**config.mk**
```make
export PLATFORM = sky130hd
export DESIGN_NAME = fsf_regs
export DESIGN_NICKNAME = d
export VERILOG_FILES = /design/src/fsf_pkg.sv /design/src/fsf_regs.sv
export SDC_FILE = /design/constraint.sdc
export NUM_CORES = 1
export LEC_CHECK = 0
export ABC_AREA = 1
export BUFFER_PORTS_ARGS = -buffer_cell sky130_fd_sc_hd__buf_4
export CORE_ASPECT_RATIO = 1.75
export CORE_MARGIN = 8
export CORE_UTILIZATION = 45
export CTS_BUF_LIST = sky130_fd_sc_hd__clkbuf_4 sky130_fd_sc_hd__clkbuf_8
export CTS_CLUSTER_DIAMETER = 80
export DETAILED_ROUTE_END_ITERATION = 8
export PLACE_DENSITY = 0.79
export SLEW_MARGIN = 15
export SYNTH_ARGS = -nofsm -noshare
export SYNTH_HDL_FRONTEND = slang
export SYNTH_SLANG_ARGS = --single-unit
```
**constraint.sdc**
```tcl
create_clock -name mclk -period 1.8 [get_ports mclk]
set_clock_uncertainty 0.05 [all_clocks]
set_input_delay 0.36 -clock mclk [delete_from_list [all_inputs] [get_ports mclk]]
set_output_delay 0.36 -clock mclk [all_outputs]
set_load 0.005 [all_outputs]
```
**src/fsf_pkg.sv**
```systemverilog
/*
 * Package for the flash status and error-flag register bank.
 * Assumes a 32-bit AHB-Lite register bus, one aligned word per register.
 */
package fsf_pkg;
    ////////////////////////////////////////////////////////////////////////////
    // Register byte addresses
    localparam logic [7:0] FSF_STATUS_OFS     = 8'h00;
    localparam logic [7:0] FSF_ERROR_OFS      = 8'h04;
    localparam logic [7:0] FSF_CTRL_OFS       = 8'h08;
    ////////////////////////////////////////////////////////////////////////////
    // Status register fields
    localparam int         FSF_CMD_DONE_BIT   = 7;
    localparam int         FSF_ACC_ERR_BIT    = 5;
    localparam int         FSF_PROT_VIOL_BIT  = 4;
    localparam int         FSF_BUSY_BIT       = 3;
    localparam int         FSF_RSVD_BIT       = 2;
    localparam int         FSF_CERR_LSB       = 0;
    localparam int         FSF_CERR_W         = 2;
    ////////////////////////////////////////////////////////////////////////////
    // Error status register fields
    localparam int         FSF_DFAULT_BIT     = 1;
    localparam int         FSF_SFAULT_BIT     = 0;
    ////////////////////////////////////////////////////////////////////////////
    // Control register fields
    localparam int         FSF_CDIE_BIT       = 7;
    localparam int         FSF_IGNORE_SINGLE_FAULT_BIT      = 4;
    localparam int         FSF_SFIE_BIT       = 0;
    ////////////////////////////////////////////////////////////////////////////
    // Reset values
    localparam logic [7:0] FSF_STATUS_RST     = 8'h80;
    localparam logic [7:0] FSF_ERROR_RST      = 8'h00;
    localparam logic [7:0] FSF_CTRL_RST       = 8'h00;
    ////////////////////////////////////////////////////////////////////////////
    // AHB-Lite encodings
    localparam logic [1:0] FSF_HTRANS_NONSEQ  = 2'h2;
    localparam logic [1:0] FSF_HTRANS_SEQ     = 2'h3;
    localparam logic [2:0] FSF_HSIZE_WORD     = 3'h2;
endpackage

```
**src/fsf_regs.sv**
```systemverilog
/*
 * Flash status and error-flag register bank with an AHB-Lite slave.
 * Assumes the command sequencer, the protection logic and the array read
 * path sit outside and talk to this bank through one-cycle event pulses on
 * mclk. The reset sequence reports its end through rst_seq_done and its outcome through rst_seq_error and rst_seq_dfault.
 */
// Overview of operation
// RQ1: Writing one to command-done launches a command and clears the flag; zero does nothing.
// RQ2: After launch, command-done stays zero until completion or command violation.
// RQ3: Broken write sequence or illegal command sets the access-error flag.
// RQ4: While access-error is set, writing one to command-done neither clears nor launches.
// RQ5: Access-error clears only on a write of one to its bit.
// RQ6: Program or erase of a protected region sets the protection-violation flag.
// RQ7: Protection-violation clears only on a write of one to its bit.
// RQ8: While protection-violation is set, no launch and no new write sequence start.
// RQ9: Busy bit is one while a command executes, zero when idle.
// RQ10: Status bit 2 is reserved and always reads zero.
// RQ11: Errors during a command or the reset sequence set the completion error field.
// RQ12: Completion error field clears when a new command starts executing.
// RQ13: Only command-done, access-error, protection-violation are writable in status.
// RQ14: Double-bit read error, or invalid read of a busy block, sets double-fault.
// RQ15: Double-fault clears only on a write of one to its bit.
// RQ16: With ignore-single-fault clear, corrected or invalid reads set single-fault.
// RQ17: Single-fault clears only on a write of one to its bit.
// RQ18: New ECC errors are recorded reliably only when the fault flags are clear.
// RQ19: ECC fault flags are stored one cycle after the array read.
// RQ20: A double fault during reset sequence may leave status off its reset value.
// RQ21: Command-done interrupt request while its enable and the flag are one.
// RQ22: Single-fault interrupt request while its enable and the flag are one.
// RQ23: After a clean reset, command-done reads one and busy and errors zero.
module fsf_regs
    import fsf_pkg::*;
#(
    parameter int CERR_W = FSF_CERR_W
)
(
    input  wire logic                mclk,
    input  wire logic                nrst,
    // AHB-Lite slave
    input  wire logic                hsel,
    input  wire logic [7:0]          haddr,
    input  wire logic [1:0]          htrans,
    input  wire logic                hwrite,
    input  wire logic [2:0]          hsize,
    input  wire logic                hready,
    input  wire logic [31:0]         hwdata,
    output logic      [31:0]         hrdata,
    output logic                     hreadyout,
    output logic                     hresp,
    // Command sequencer side
    input  wire logic                seq_break,
    input  wire logic                illegal_cmd,
    input  wire logic                prot_hit,
    input  wire logic                cmd_start,
    input  wire logic                cmd_complete,
    input  wire logic                cmd_violation,
    input  wire logic [CERR_W-1:0]   cmd_error,
    input  wire logic                rst_seq_done,
    input  wire logic [CERR_W-1:0]   rst_seq_error,
    input  wire logic                rst_seq_dfault,
    output logic                     cmd_launch,
    output logic                     seq_start_allow,
    // Array read path
    input  wire logic                rd_valid,
    input  wire logic                rd_dbl_fault,
    input  wire logic                rd_sgl_fault,
    input  wire logic                rd_invalid_busy,
    // Status towards the system
    output logic                     ignore_single_fault,
    output logic                     cmd_done_irq,
    output logic                     single_fault_irq
);
    import fsf_pkg::*;

    // Completion field must fit below the reserved status bit
    if (CERR_W < 1 || CERR_W > FSF_RSVD_BIT - FSF_CERR_LSB) begin : g_bad_cerr_w
        $error("fsf_regs: CERR_W out of range");
    end

    ////////////////////////////////////////////////////////////////////////////
    // Bus address phase capture
    logic       dp_valid_r;
    logic       dp_write_r;
    logic [7:0] dp_addr_r;
    logic       addr_ok;
    logic       size_ok;

    function automatic logic fsf_hit(input logic [7:0] a, input logic [7:0] ofs);
        fsf_hit = (a == ofs);
    endfunction

    assign addr_ok = hsel && hready && htrans[1];
    // Transfers wider than the data bus write nothing
    assign size_ok = (hsize <= FSF_HSIZE_WORD);

    always_ff @(posedge mclk or negedge nrst) begin
        if (!nrst) begin
            dp_valid_r <= 1'b0;
            dp_write_r <= 1'b0;
            dp_addr_r  <= 8'h00;
        end else if (hready) begin
            dp_valid_r <= addr_ok && size_ok;
            dp_write_r <= hwrite;
            dp_addr_r  <= haddr;
        end
    end

    // Read address phase meeting a write data phase waits one cycle,
    // else it would return the value from before that write
    logic raw_hit;
    logic raw_wait_r;

    assign raw_hit = addr_ok && !hwrite && dp_valid_r && dp_write_r;

    always_ff @(posedge mclk or negedge nrst) begin
        if (!nrst) begin
            raw_wait_r <= 1'b0;
        end else begin
            raw_wait_r <= raw_hit;
        end
    end

    // Otherwise zero wait states, always OKAY
    assign hreadyout = !raw_wait_r;
    assign hresp     = 1'b0;

    logic       wr_status;
    logic       wr_error;
    logic       wr_ctrl;
    assign wr_status = dp_valid_r && dp_write_r && fsf_hit(dp_addr_r, FSF_STATUS_OFS);
    assign wr_error  = dp_valid_r && dp_write_r && fsf_hit(dp_addr_r, FSF_ERROR_OFS);
    assign wr_ctrl   = dp_valid_r && dp_write_r && fsf_hit(dp_addr_r, FSF_CTRL_OFS);

    ////////////////////////////////////////////////////////////////////////////
    // Status flags
    logic                  cmd_done_r;
    logic                  acc_err_r;
    logic                  prot_viol_r;
    logic                  busy_r;
    logic [CERR_W-1:0]     cerr_r;
    logic                  init_done_r;
    logic                  launch_req;
    logic                  acc_err_set;
    logic                  prot_viol_set;

    // Launch only from a one on command-done with both error flags clear
    assign launch_req = wr_status && hwdata[FSF_CMD_DONE_BIT] && cmd_done_r
                        && !acc_err_r && !prot_viol_r && init_done_r; // RQ1 RQ4 RQ8
    assign cmd_launch      = launch_req;
    assign seq_start_allow = cmd_done_r && !prot_viol_r && init_done_r; // RQ8

    assign acc_err_set   = seq_break || illegal_cmd; // RQ3
    assign prot_viol_set = prot_hit; // RQ6

    // Command-done held low during the reset sequence, then released
    always_ff @(posedge mclk or negedge nrst) begin
        if (!nrst) begin
            cmd_done_r <= 1'b0;
        end else if (rst_seq_done && !init_done_r) begin
            cmd_done_r <= 1'b1; // RQ23
        end else if (launch_req) begin
            cmd_done_r <= 1'b0; // RQ1
        end else if (cmd_complete || cmd_violation) begin
            cmd_done_r <= 1'b1; // RQ2
        end
    end

    always_ff @(posedge mclk or negedge nrst) begin
        if (!nrst) begin
            init_done_r <= 1'b0;
        end else if (rst_seq_done) begin
            init_done_r <= 1'b1;
        end
    end

    // Set wins over a simultaneous write-one clear
    always_ff @(posedge mclk or negedge nrst) begin
        if (!nrst) begin
            acc_err_r <= 1'b0;
        end else if (acc_err_set) begin
            acc_err_r <= 1'b1; // RQ3
        end else if (wr_status && hwdata[FSF_ACC_ERR_BIT]) begin
            acc_err_r <= 1'b0; // RQ5
        end
    end

    always_ff @(posedge mclk or negedge nrst) begin
        if (!nrst) begin
            prot_viol_r <= 1'b0;
        end else if (prot_viol_set) begin
            prot_viol_r <= 1'b1; // RQ6
        end else if (wr_status && hwdata[FSF_PROT_VIOL_BIT]) begin
            prot_viol_r <= 1'b0; // RQ7
        end
    end

    // Busy spans from start of execution to completion or violation
    always_ff @(posedge mclk or negedge nrst) begin
        if (!nrst) begin
            busy_r <= 1'b0;
        end else if (cmd_complete || cmd_violation) begin
            busy_r <= 1'b0; // RQ9
        end else if (cmd_start && !cmd_done_r) begin
            busy_r <= 1'b1; // RQ9
        end
    end

    // Error bits accumulate; a new start wipes old ones first
    always_ff @(posedge mclk or negedge nrst) begin
        if (!nrst) begin
            cerr_r <= '0;
        end else if (rst_seq_done && !init_done_r) begin
            cerr_r <= rst_seq_error; // RQ11 RQ20
        end else if (cmd_start && !cmd_done_r) begin
            cerr_r <= cmd_error; // RQ12
        end else if (busy_r) begin
            cerr_r <= cerr_r | cmd_error; // RQ11
        end
    end

    ////////////////////////////////////////////////////////////////////////////
    // Control register: interrupt enables and ignore-single-fault
    logic cdie_r;
    logic sfie_r;
    logic ignore_single_fault_r;

    always_ff @(posedge mclk or negedge nrst) begin
        if (!nrst) begin
            cdie_r  <= FSF_CTRL_RST[FSF_CDIE_BIT];
            sfie_r  <= FSF_CTRL_RST[FSF_SFIE_BIT];
            ignore_single_fault_r <= FSF_CTRL_RST[FSF_IGNORE_SINGLE_FAULT_BIT];
        end else if (wr_ctrl) begin
            cdie_r  <= hwdata[FSF_CDIE_BIT];
            sfie_r  <= hwdata[FSF_SFIE_BIT];
            ignore_single_fault_r <= hwdata[FSF_IGNORE_SINGLE_FAULT_BIT];
        end
    end
    assign ignore_single_fault = ignore_single_fault_r;

    ////////////////////////////////////////////////////////////////////////////
    // ECC fault flags, stored one cycle after the read result
    logic dfault_r;
    logic sfault_r;
    logic dfault_ev;
    logic sfault_ev;

    assign dfault_ev = (rd_valid && (rd_dbl_fault || rd_invalid_busy))
                       || (rst_seq_dfault && !init_done_r); // RQ14 RQ20
    assign sfault_ev = rd_valid && !ignore_single_fault_r && (rd_sgl_fault || rd_invalid_busy); // RQ16

    // A new error is only taken when the flag is already clear
    always_ff @(posedge mclk or negedge nrst) begin
        if (!nrst) begin
            dfault_r <= FSF_ERROR_RST[FSF_DFAULT_BIT];
        end else if (dfault_ev && !dfault_r) begin
            dfault_r <= 1'b1; // RQ14 RQ18 RQ19
        end else if (wr_error && hwdata[FSF_DFAULT_BIT] && !dfault_ev) begin
            dfault_r <= 1'b0; // RQ15
        end
    end

    always_ff @(posedge mclk or negedge nrst) begin
        if (!nrst) begin
            sfault_r <= FSF_ERROR_RST[FSF_SFAULT_BIT];
        end else if (sfault_ev && !sfault_r) begin
            sfault_r <= 1'b1; // RQ16 RQ18 RQ19
        end else if (wr_error && hwdata[FSF_SFAULT_BIT] && !sfault_ev) begin
            sfault_r <= 1'b0; // RQ17
        end
    end

    ////////////////////////////////////////////////////////////////////////////
    // Interrupt requests, registered
    always_ff @(posedge mclk or negedge nrst) begin
        if (!nrst) begin
            cmd_done_irq     <= 1'b0;
            single_fault_irq <= 1'b0;
        end else begin
            cmd_done_irq     <= cdie_r && cmd_done_r; // RQ21
            single_fault_irq <= sfie_r && sfault_r; // RQ22
        end
    end

    ////////////////////////////////////////////////////////////////////////////
    // Read data
    logic [7:0] status_val;
    logic [7:0] error_val;
    logic [7:0] ctrl_val;
    logic [7:0] rd_mux;
    logic [7:0] rd_wait_mux;

    always_comb begin
        status_val                       = 8'h00; // RQ10 RQ13
        status_val[FSF_CMD_DONE_BIT]     = cmd_done_r;
        status_val[FSF_ACC_ERR_BIT]      = acc_err_r;
        status_val[FSF_PROT_VIOL_BIT]    = prot_viol_r;
        status_val[FSF_BUSY_BIT]         = busy_r;
        status_val[FSF_CERR_LSB +: CERR_W] = cerr_r;
        error_val                        = 8'h00;
        error_val[FSF_DFAULT_BIT]        = dfault_r;
        error_val[FSF_SFAULT_BIT]        = sfault_r;
        ctrl_val                         = 8'h00;
        ctrl_val[FSF_CDIE_BIT]           = cdie_r;
        ctrl_val[FSF_IGNORE_SINGLE_FAULT_BIT]          = ignore_single_fault_r;
        ctrl_val[FSF_SFIE_BIT]           = sfie_r;
    end

    function automatic logic [7:0] fsf_read(input logic [7:0] a,
                                             input logic [7:0] st,
                                             input logic [7:0] er,
                                             input logic [7:0] ct);
        case (a)
            FSF_STATUS_OFS: fsf_read = st;
            FSF_ERROR_OFS:  fsf_read = er;
            FSF_CTRL_OFS:   fsf_read = ct;
            default:        fsf_read = 8'h00;
        endcase
    endfunction

    // Address phase value, and the value for a read held by a wait state
    assign rd_mux      = fsf_read(haddr, status_val, error_val, ctrl_val);
    assign rd_wait_mux = fsf_read(dp_addr_r, status_val, error_val, ctrl_val);

    // Read data registered at the address phase; unmapped reads zero
    always_ff @(posedge mclk or negedge nrst) begin
        if (!nrst) begin
            hrdata <= 32'h0000_0000;
        end else if (raw_wait_r) begin
            hrdata <= {24'h00_0000, rd_wait_mux};
        end else if (addr_ok && !hwrite) begin
            hrdata <= {24'h00_0000, rd_mux};
        end
    end
endmodule

```
# [Word-level counts from Yosys, hierarchy flattened]
# Cells that the tools add are included.
[totals] output_inout_bits=39 regBits=57 inputBits=66
[classes] bitwise=1 reduce_logical=59 n_eq_ne=4 magnitude_cmp=1 mux=20
[ops] op="32-bit 2-to-1 mux" count=2
[ops] op="8-bit one-hot mux with 3 select lines" count=2
[ops] op="1-bit logical AND" count=33
[ops] op="8-bit by 3-bit equality test with 1-bit output, second input constant" count=2
[ops] op="8-bit by 4-bit equality test with 1-bit output, second input constant" count=2
[ops] op="8-bit zero test" count=2
[ops] op="1-bit 2-to-1 mux" count=13
[ops] op="2-bit nonzero test" count=6
[ops] op="1-bit zero test" count=11
[ops] op="2-bit 2-to-1 mux" count=3
[ops] op="3-bit nonzero test" count=2
[ops] op="1-bit logical OR" count=5
[ops] op="3-bit by 2-bit less-or-equal comparator with 1-bit output, second input constant" count=1
[ops] op="2-bit bitwise OR" count=1

# [Longest topological paths before layout]
[logic_depth] word_depth=9 mapped_depth=9 mapped_depth_nobuf=9

# [Worst setup path after synthesis]
# No wires, ideal clock.
[synth_path] path_type="reg-to-output" start="register dp_addr_r[7]" end="output cmd_launch" arrival_ns=0.972 setup_slack_ns=0.418 stages_incl_launch_ff=6 cell_sequence="dfrtp_1 > nor2_1 > nand2_2 > nor2_4 > nand3_1 > nor2_2"
[synth_via] elab_chain_cells=7
[synth_rtl] item="from (decl)" line="fsf_regs.sv:84" text="logic [7:0] dp_addr_r;"
[synth_rtl] item="from (signal assigned)" line="fsf_regs.sv:104" text="dp_addr_r <= haddr;"
[synth_rtl] item="8-bit zero test" line="fsf_regs.sv:89" text="fsf_hit = (a == ofs);"
[synth_rtl] item="1-bit logical AND" line="fsf_regs.sv:130" text="assign wr_status = dp_valid_r && dp_write_r && fsf_hit(dp_addr_r, FSF_STATUS_OFS);"
[synth_rtl] item="1-bit logical AND (2 in series)" line="fsf_regs.sv:147" text="assign launch_req = wr_status && hwdata[FSF_CMD_DONE_BIT] && cmd_done_r"
[synth_rtl] item="1-bit logical AND (3 in series)" line="fsf_regs.sv:148" text="&& !acc_err_r && !prot_viol_r && init_done_r;"
[synth_rtl] item="to (decl)" line="fsf_regs.sv:61" text="output logic cmd_launch,"
# Every way passes these cells.

# [Worst setup path in the final report]
[layout_path] start="register dp_addr_r[1]" end="output cmd_launch"
# Same word-level chain as after synthesis.

==> impl_metrics.json <==
{
  "p_switching_w": 0.0004373,
  "ctsRootBufferMaster": "clkbuf_8",
  "p_int_w": 0.001314,
  "yosys_warnings": 0,
  "viasPerCell": 4.613,
  "status": "complete, no violations",
  "dieHeight_um": 99.91,
  "period_share_pct": 97.36,
  "crit_slowest_cell": "dfrtp_1",
  "rsz0062_at_grt": "yes",
  "crit_chain": "nor2_1 -> nand2_1 -> nor2_4 -> nand3_2 -> nor2_2 -> buf_4",
  "grt_usage_pct": 13.82,
  "grt_pass1_wl_um": 7113,
  "slew_violations": 0,
  "synth-simple-area-share_pct": 32.00,
  "ys_seq_elements": 31,
  "drive_gt1_share_pct": 24.58,
  "dieArea_um2": 6389,
  "cts_buffer_depth": 2,
  "vias": 1610,
  "placed_area_um2": 2136,
  "vdd_drop_max_mv": 0.9883,
  "hpwl_um": 3495,
  "switching_share_pct": 24.97,
  "wl_per_cell_um": 12.26,
  "worstSetupEndpointType": "output pin",
  "utilization_pct": 59.13,
  "powerDensity_nw_per_um2": 766.2,
  "start_util_pct": 46.83,
  "synth_compound_area_share_pct": 7.256,
  "wl_um": 4279,
  "synth_top_cell_by_area": "dfrtp_1",
  "synthMuxAreaShare_pct": 0,
  "synthAdderAreaFrac_pct": 0,
  "clkSinkCount": 31,
  "die_w_um": 63.95,
  "seqPwrFrac_pct": 45.3,
  "insertedDiodeCount": 0,
  "crit_required_ps": 1390,
  "ant_nets": 0,
  "firstDrtPassIters": 4,
  "rows": 30,
  "yosysSeqAreaShare_pct": 42.85,
  "hold_path.class": "input pin to flip-flop",
  "synth_top_family_by_area": "simple AND/OR/NAND/NOR gates",
  "setup_viol": 0,
  "cap_violations": 0,
  "synth_top_area_share_pct": 42.85,
  "layout_commonest_cell": "nand2_1",
  "grt_pass1_vias": 1665,
  "final_cell_mix": "79 x nand2_1, 53 x buf_4, 31 x dfrtp_1, 28 x inv_1, 27 x conb_1",
  "cp-start-kind": "flip-flop",
  "grt_start_max_net_pins": 32,
  "cts_tree": "yes",
  "p_clk_share_pct": 40.9,
  "coreArea_um2": 3866,
  "cts_made_buffers": 5,
  "layout.nets": 366,
  "drtIter0Drc": 42,
  "io_pins": 105,
  "p_leak_nw": 1.267,
  "worstPathArrival_ps": 1340,
  "synth_xor_area_share_pct": 0,
  "drc": 0,
  "yosys-top-cells-area": "dfrtp_1 43%, nand2_1 16%, buf_4 11%",
  "netlist_area_um2": 1810,
  "hold_viol": 0,
  "critical_path.max_fanout": 2,
  "synthCells": 243,
  "grt_overflow": 0,
  "syn_avg_cell_area_um2": 7.451,
  "synth.distinct_cells": 26,
  "fin_area_um2": 2286,
  "globalplace.congestion": 0.9034,
  "antenna_found_initial": 0,
  "portBuffers": 49,
  "clk_pin_slew_ps": 60,
  "power.combinational.fraction_pct": 13.8,
  "slowest_delay_ps": 370,
  "clock_latency_ps": 290,
  "finalCriticalPeriod_ps": 1752,
  "layout.cells.non_filler": 349,
  "dp.cells": 338,
  "fmax_mhz": 570.6,
  "crit_type": "flip-flop to output pin",
  "area_growth_pct": 26.26,
  "cts_max_level": 2
}
## synth_stat cells (all sizes together)
cell and instances:
buf 28, a21oi 5, a21o 1, nor2 22, conb 1, o211ai 1, nand3 18, nor4 2
a41o 1, nor3 1, o21ai 13, dfrtp 31, inv 28, nand3b 1, o221ai 1, nand4 3
o21a 1, clkbuf 2, nand2 81, or2 2
## sequential cells by signal, summed over array words and instances, names as in the netlist
signal and cells:
acc_err_r 1, dp_addr_r 8, ignore_single_fault 1, hrdata 6, dfault_r 1, sfie_r 1
sfault_r 1, busy_r 1, cerr_r 2, dp_valid_r 1, cmd_done_r 1, init_done_r 1
raw_wait_r 1, dp_write_r 1, cmd_done_irq 1, single_fault_irq 1, prot_viol_r 1, cdie_r 1
## power groups by stage
stage / logic, W / clock network, W / registers, W
after floorplan: 0.000153 / 0 / 0.000796
after global placement: 0.000233 / 0 / 0.000803
after detailed placement: 0.000237 / 0 / 0.000805
after CTS: 0.000242 / 0.000724 / 0.000793
after global routing: 0.000273 / 0.000758 / 0.000801
final: 0.000241 / 0.000716 / 0.000794
## routing by layer
layer  GRT usage (%)  vias to the layer above  share of wire [%]
met2           25.64                       53                 55
met4           6.908                        0                1.8
li1                -                      817                  -
met1           12.42                      735                 35
met3           5.357                        5                8.7
met5               0                        -                  0
## per-stage QoR
step	hold WS [ps]	worst slack, ps	TNS, ps	power (W)
5_1_grt	193.6	-22.94	-22.94	0.001833
4_1_cts	190.1	5.338	0	0.001759
6_report	195.5	47.60	0	0.001752
3_3_place_gp	261.4	283.6	0	0.001035
3_5_place_dp	262.9	281.4	0	0.001042
2_1_floorplan	14.41	418.1	0	0.0009482
## layout make-up
cell class | instances | area [µm²]
fill | 376 | 1580
multi-input combinational | 180 | 819.5
sequential | 31 | 775.7
timing repair buffer | 54 | 407.9
inverter | 28 | 105.1
clock buffer | 6 | 82.58
tap | 48 | 60.06
clock inverter | 2 | 35.03
## what timing repair did
action                                 CTS  global route
gates resized for setup                  0             2
pin swaps                                1             3
setup endpoints to repair                1             1
setup buffers                            1             1
hold buffers                             1             0
endpoints found under the hold margin   31             0
## cells by family after synthesis
family,count (synthesis)
AND/OR/NAND/NOR,130
buffers and inverters,58
flip-flops,31
AO/OA/AOI/OAI,23
other,1
## critical path, delay by kind of cell (launching register included)
| family | cells | cell delay (ps) |
|---|---|---|
| buffers and inverters | 1 | 120 |
| DFF | 1 | 370 |
| and+or+nand+nor | 5 | 560 |
## final timing paths
check / end / slack (ps) / cells past startpoint / startpoint
max: cmd_launch / 50 / 6 / dp_addr_r[1]
min: prot_viol_r / 200 / 2 / prot_hit
max reg2reg: hrdata[1] / 460 / 10 / dp_addr_r[6]
min reg2reg: init_done_r / 430 / 1 / init_done_r
max in group asynchronous: dp_addr_r[7] / 930 / 2 / nrst
min in group asynchronous: sfie_r / 480 / 2 / nrst
No activity file was read; power rests on OpenSTA's default activity.
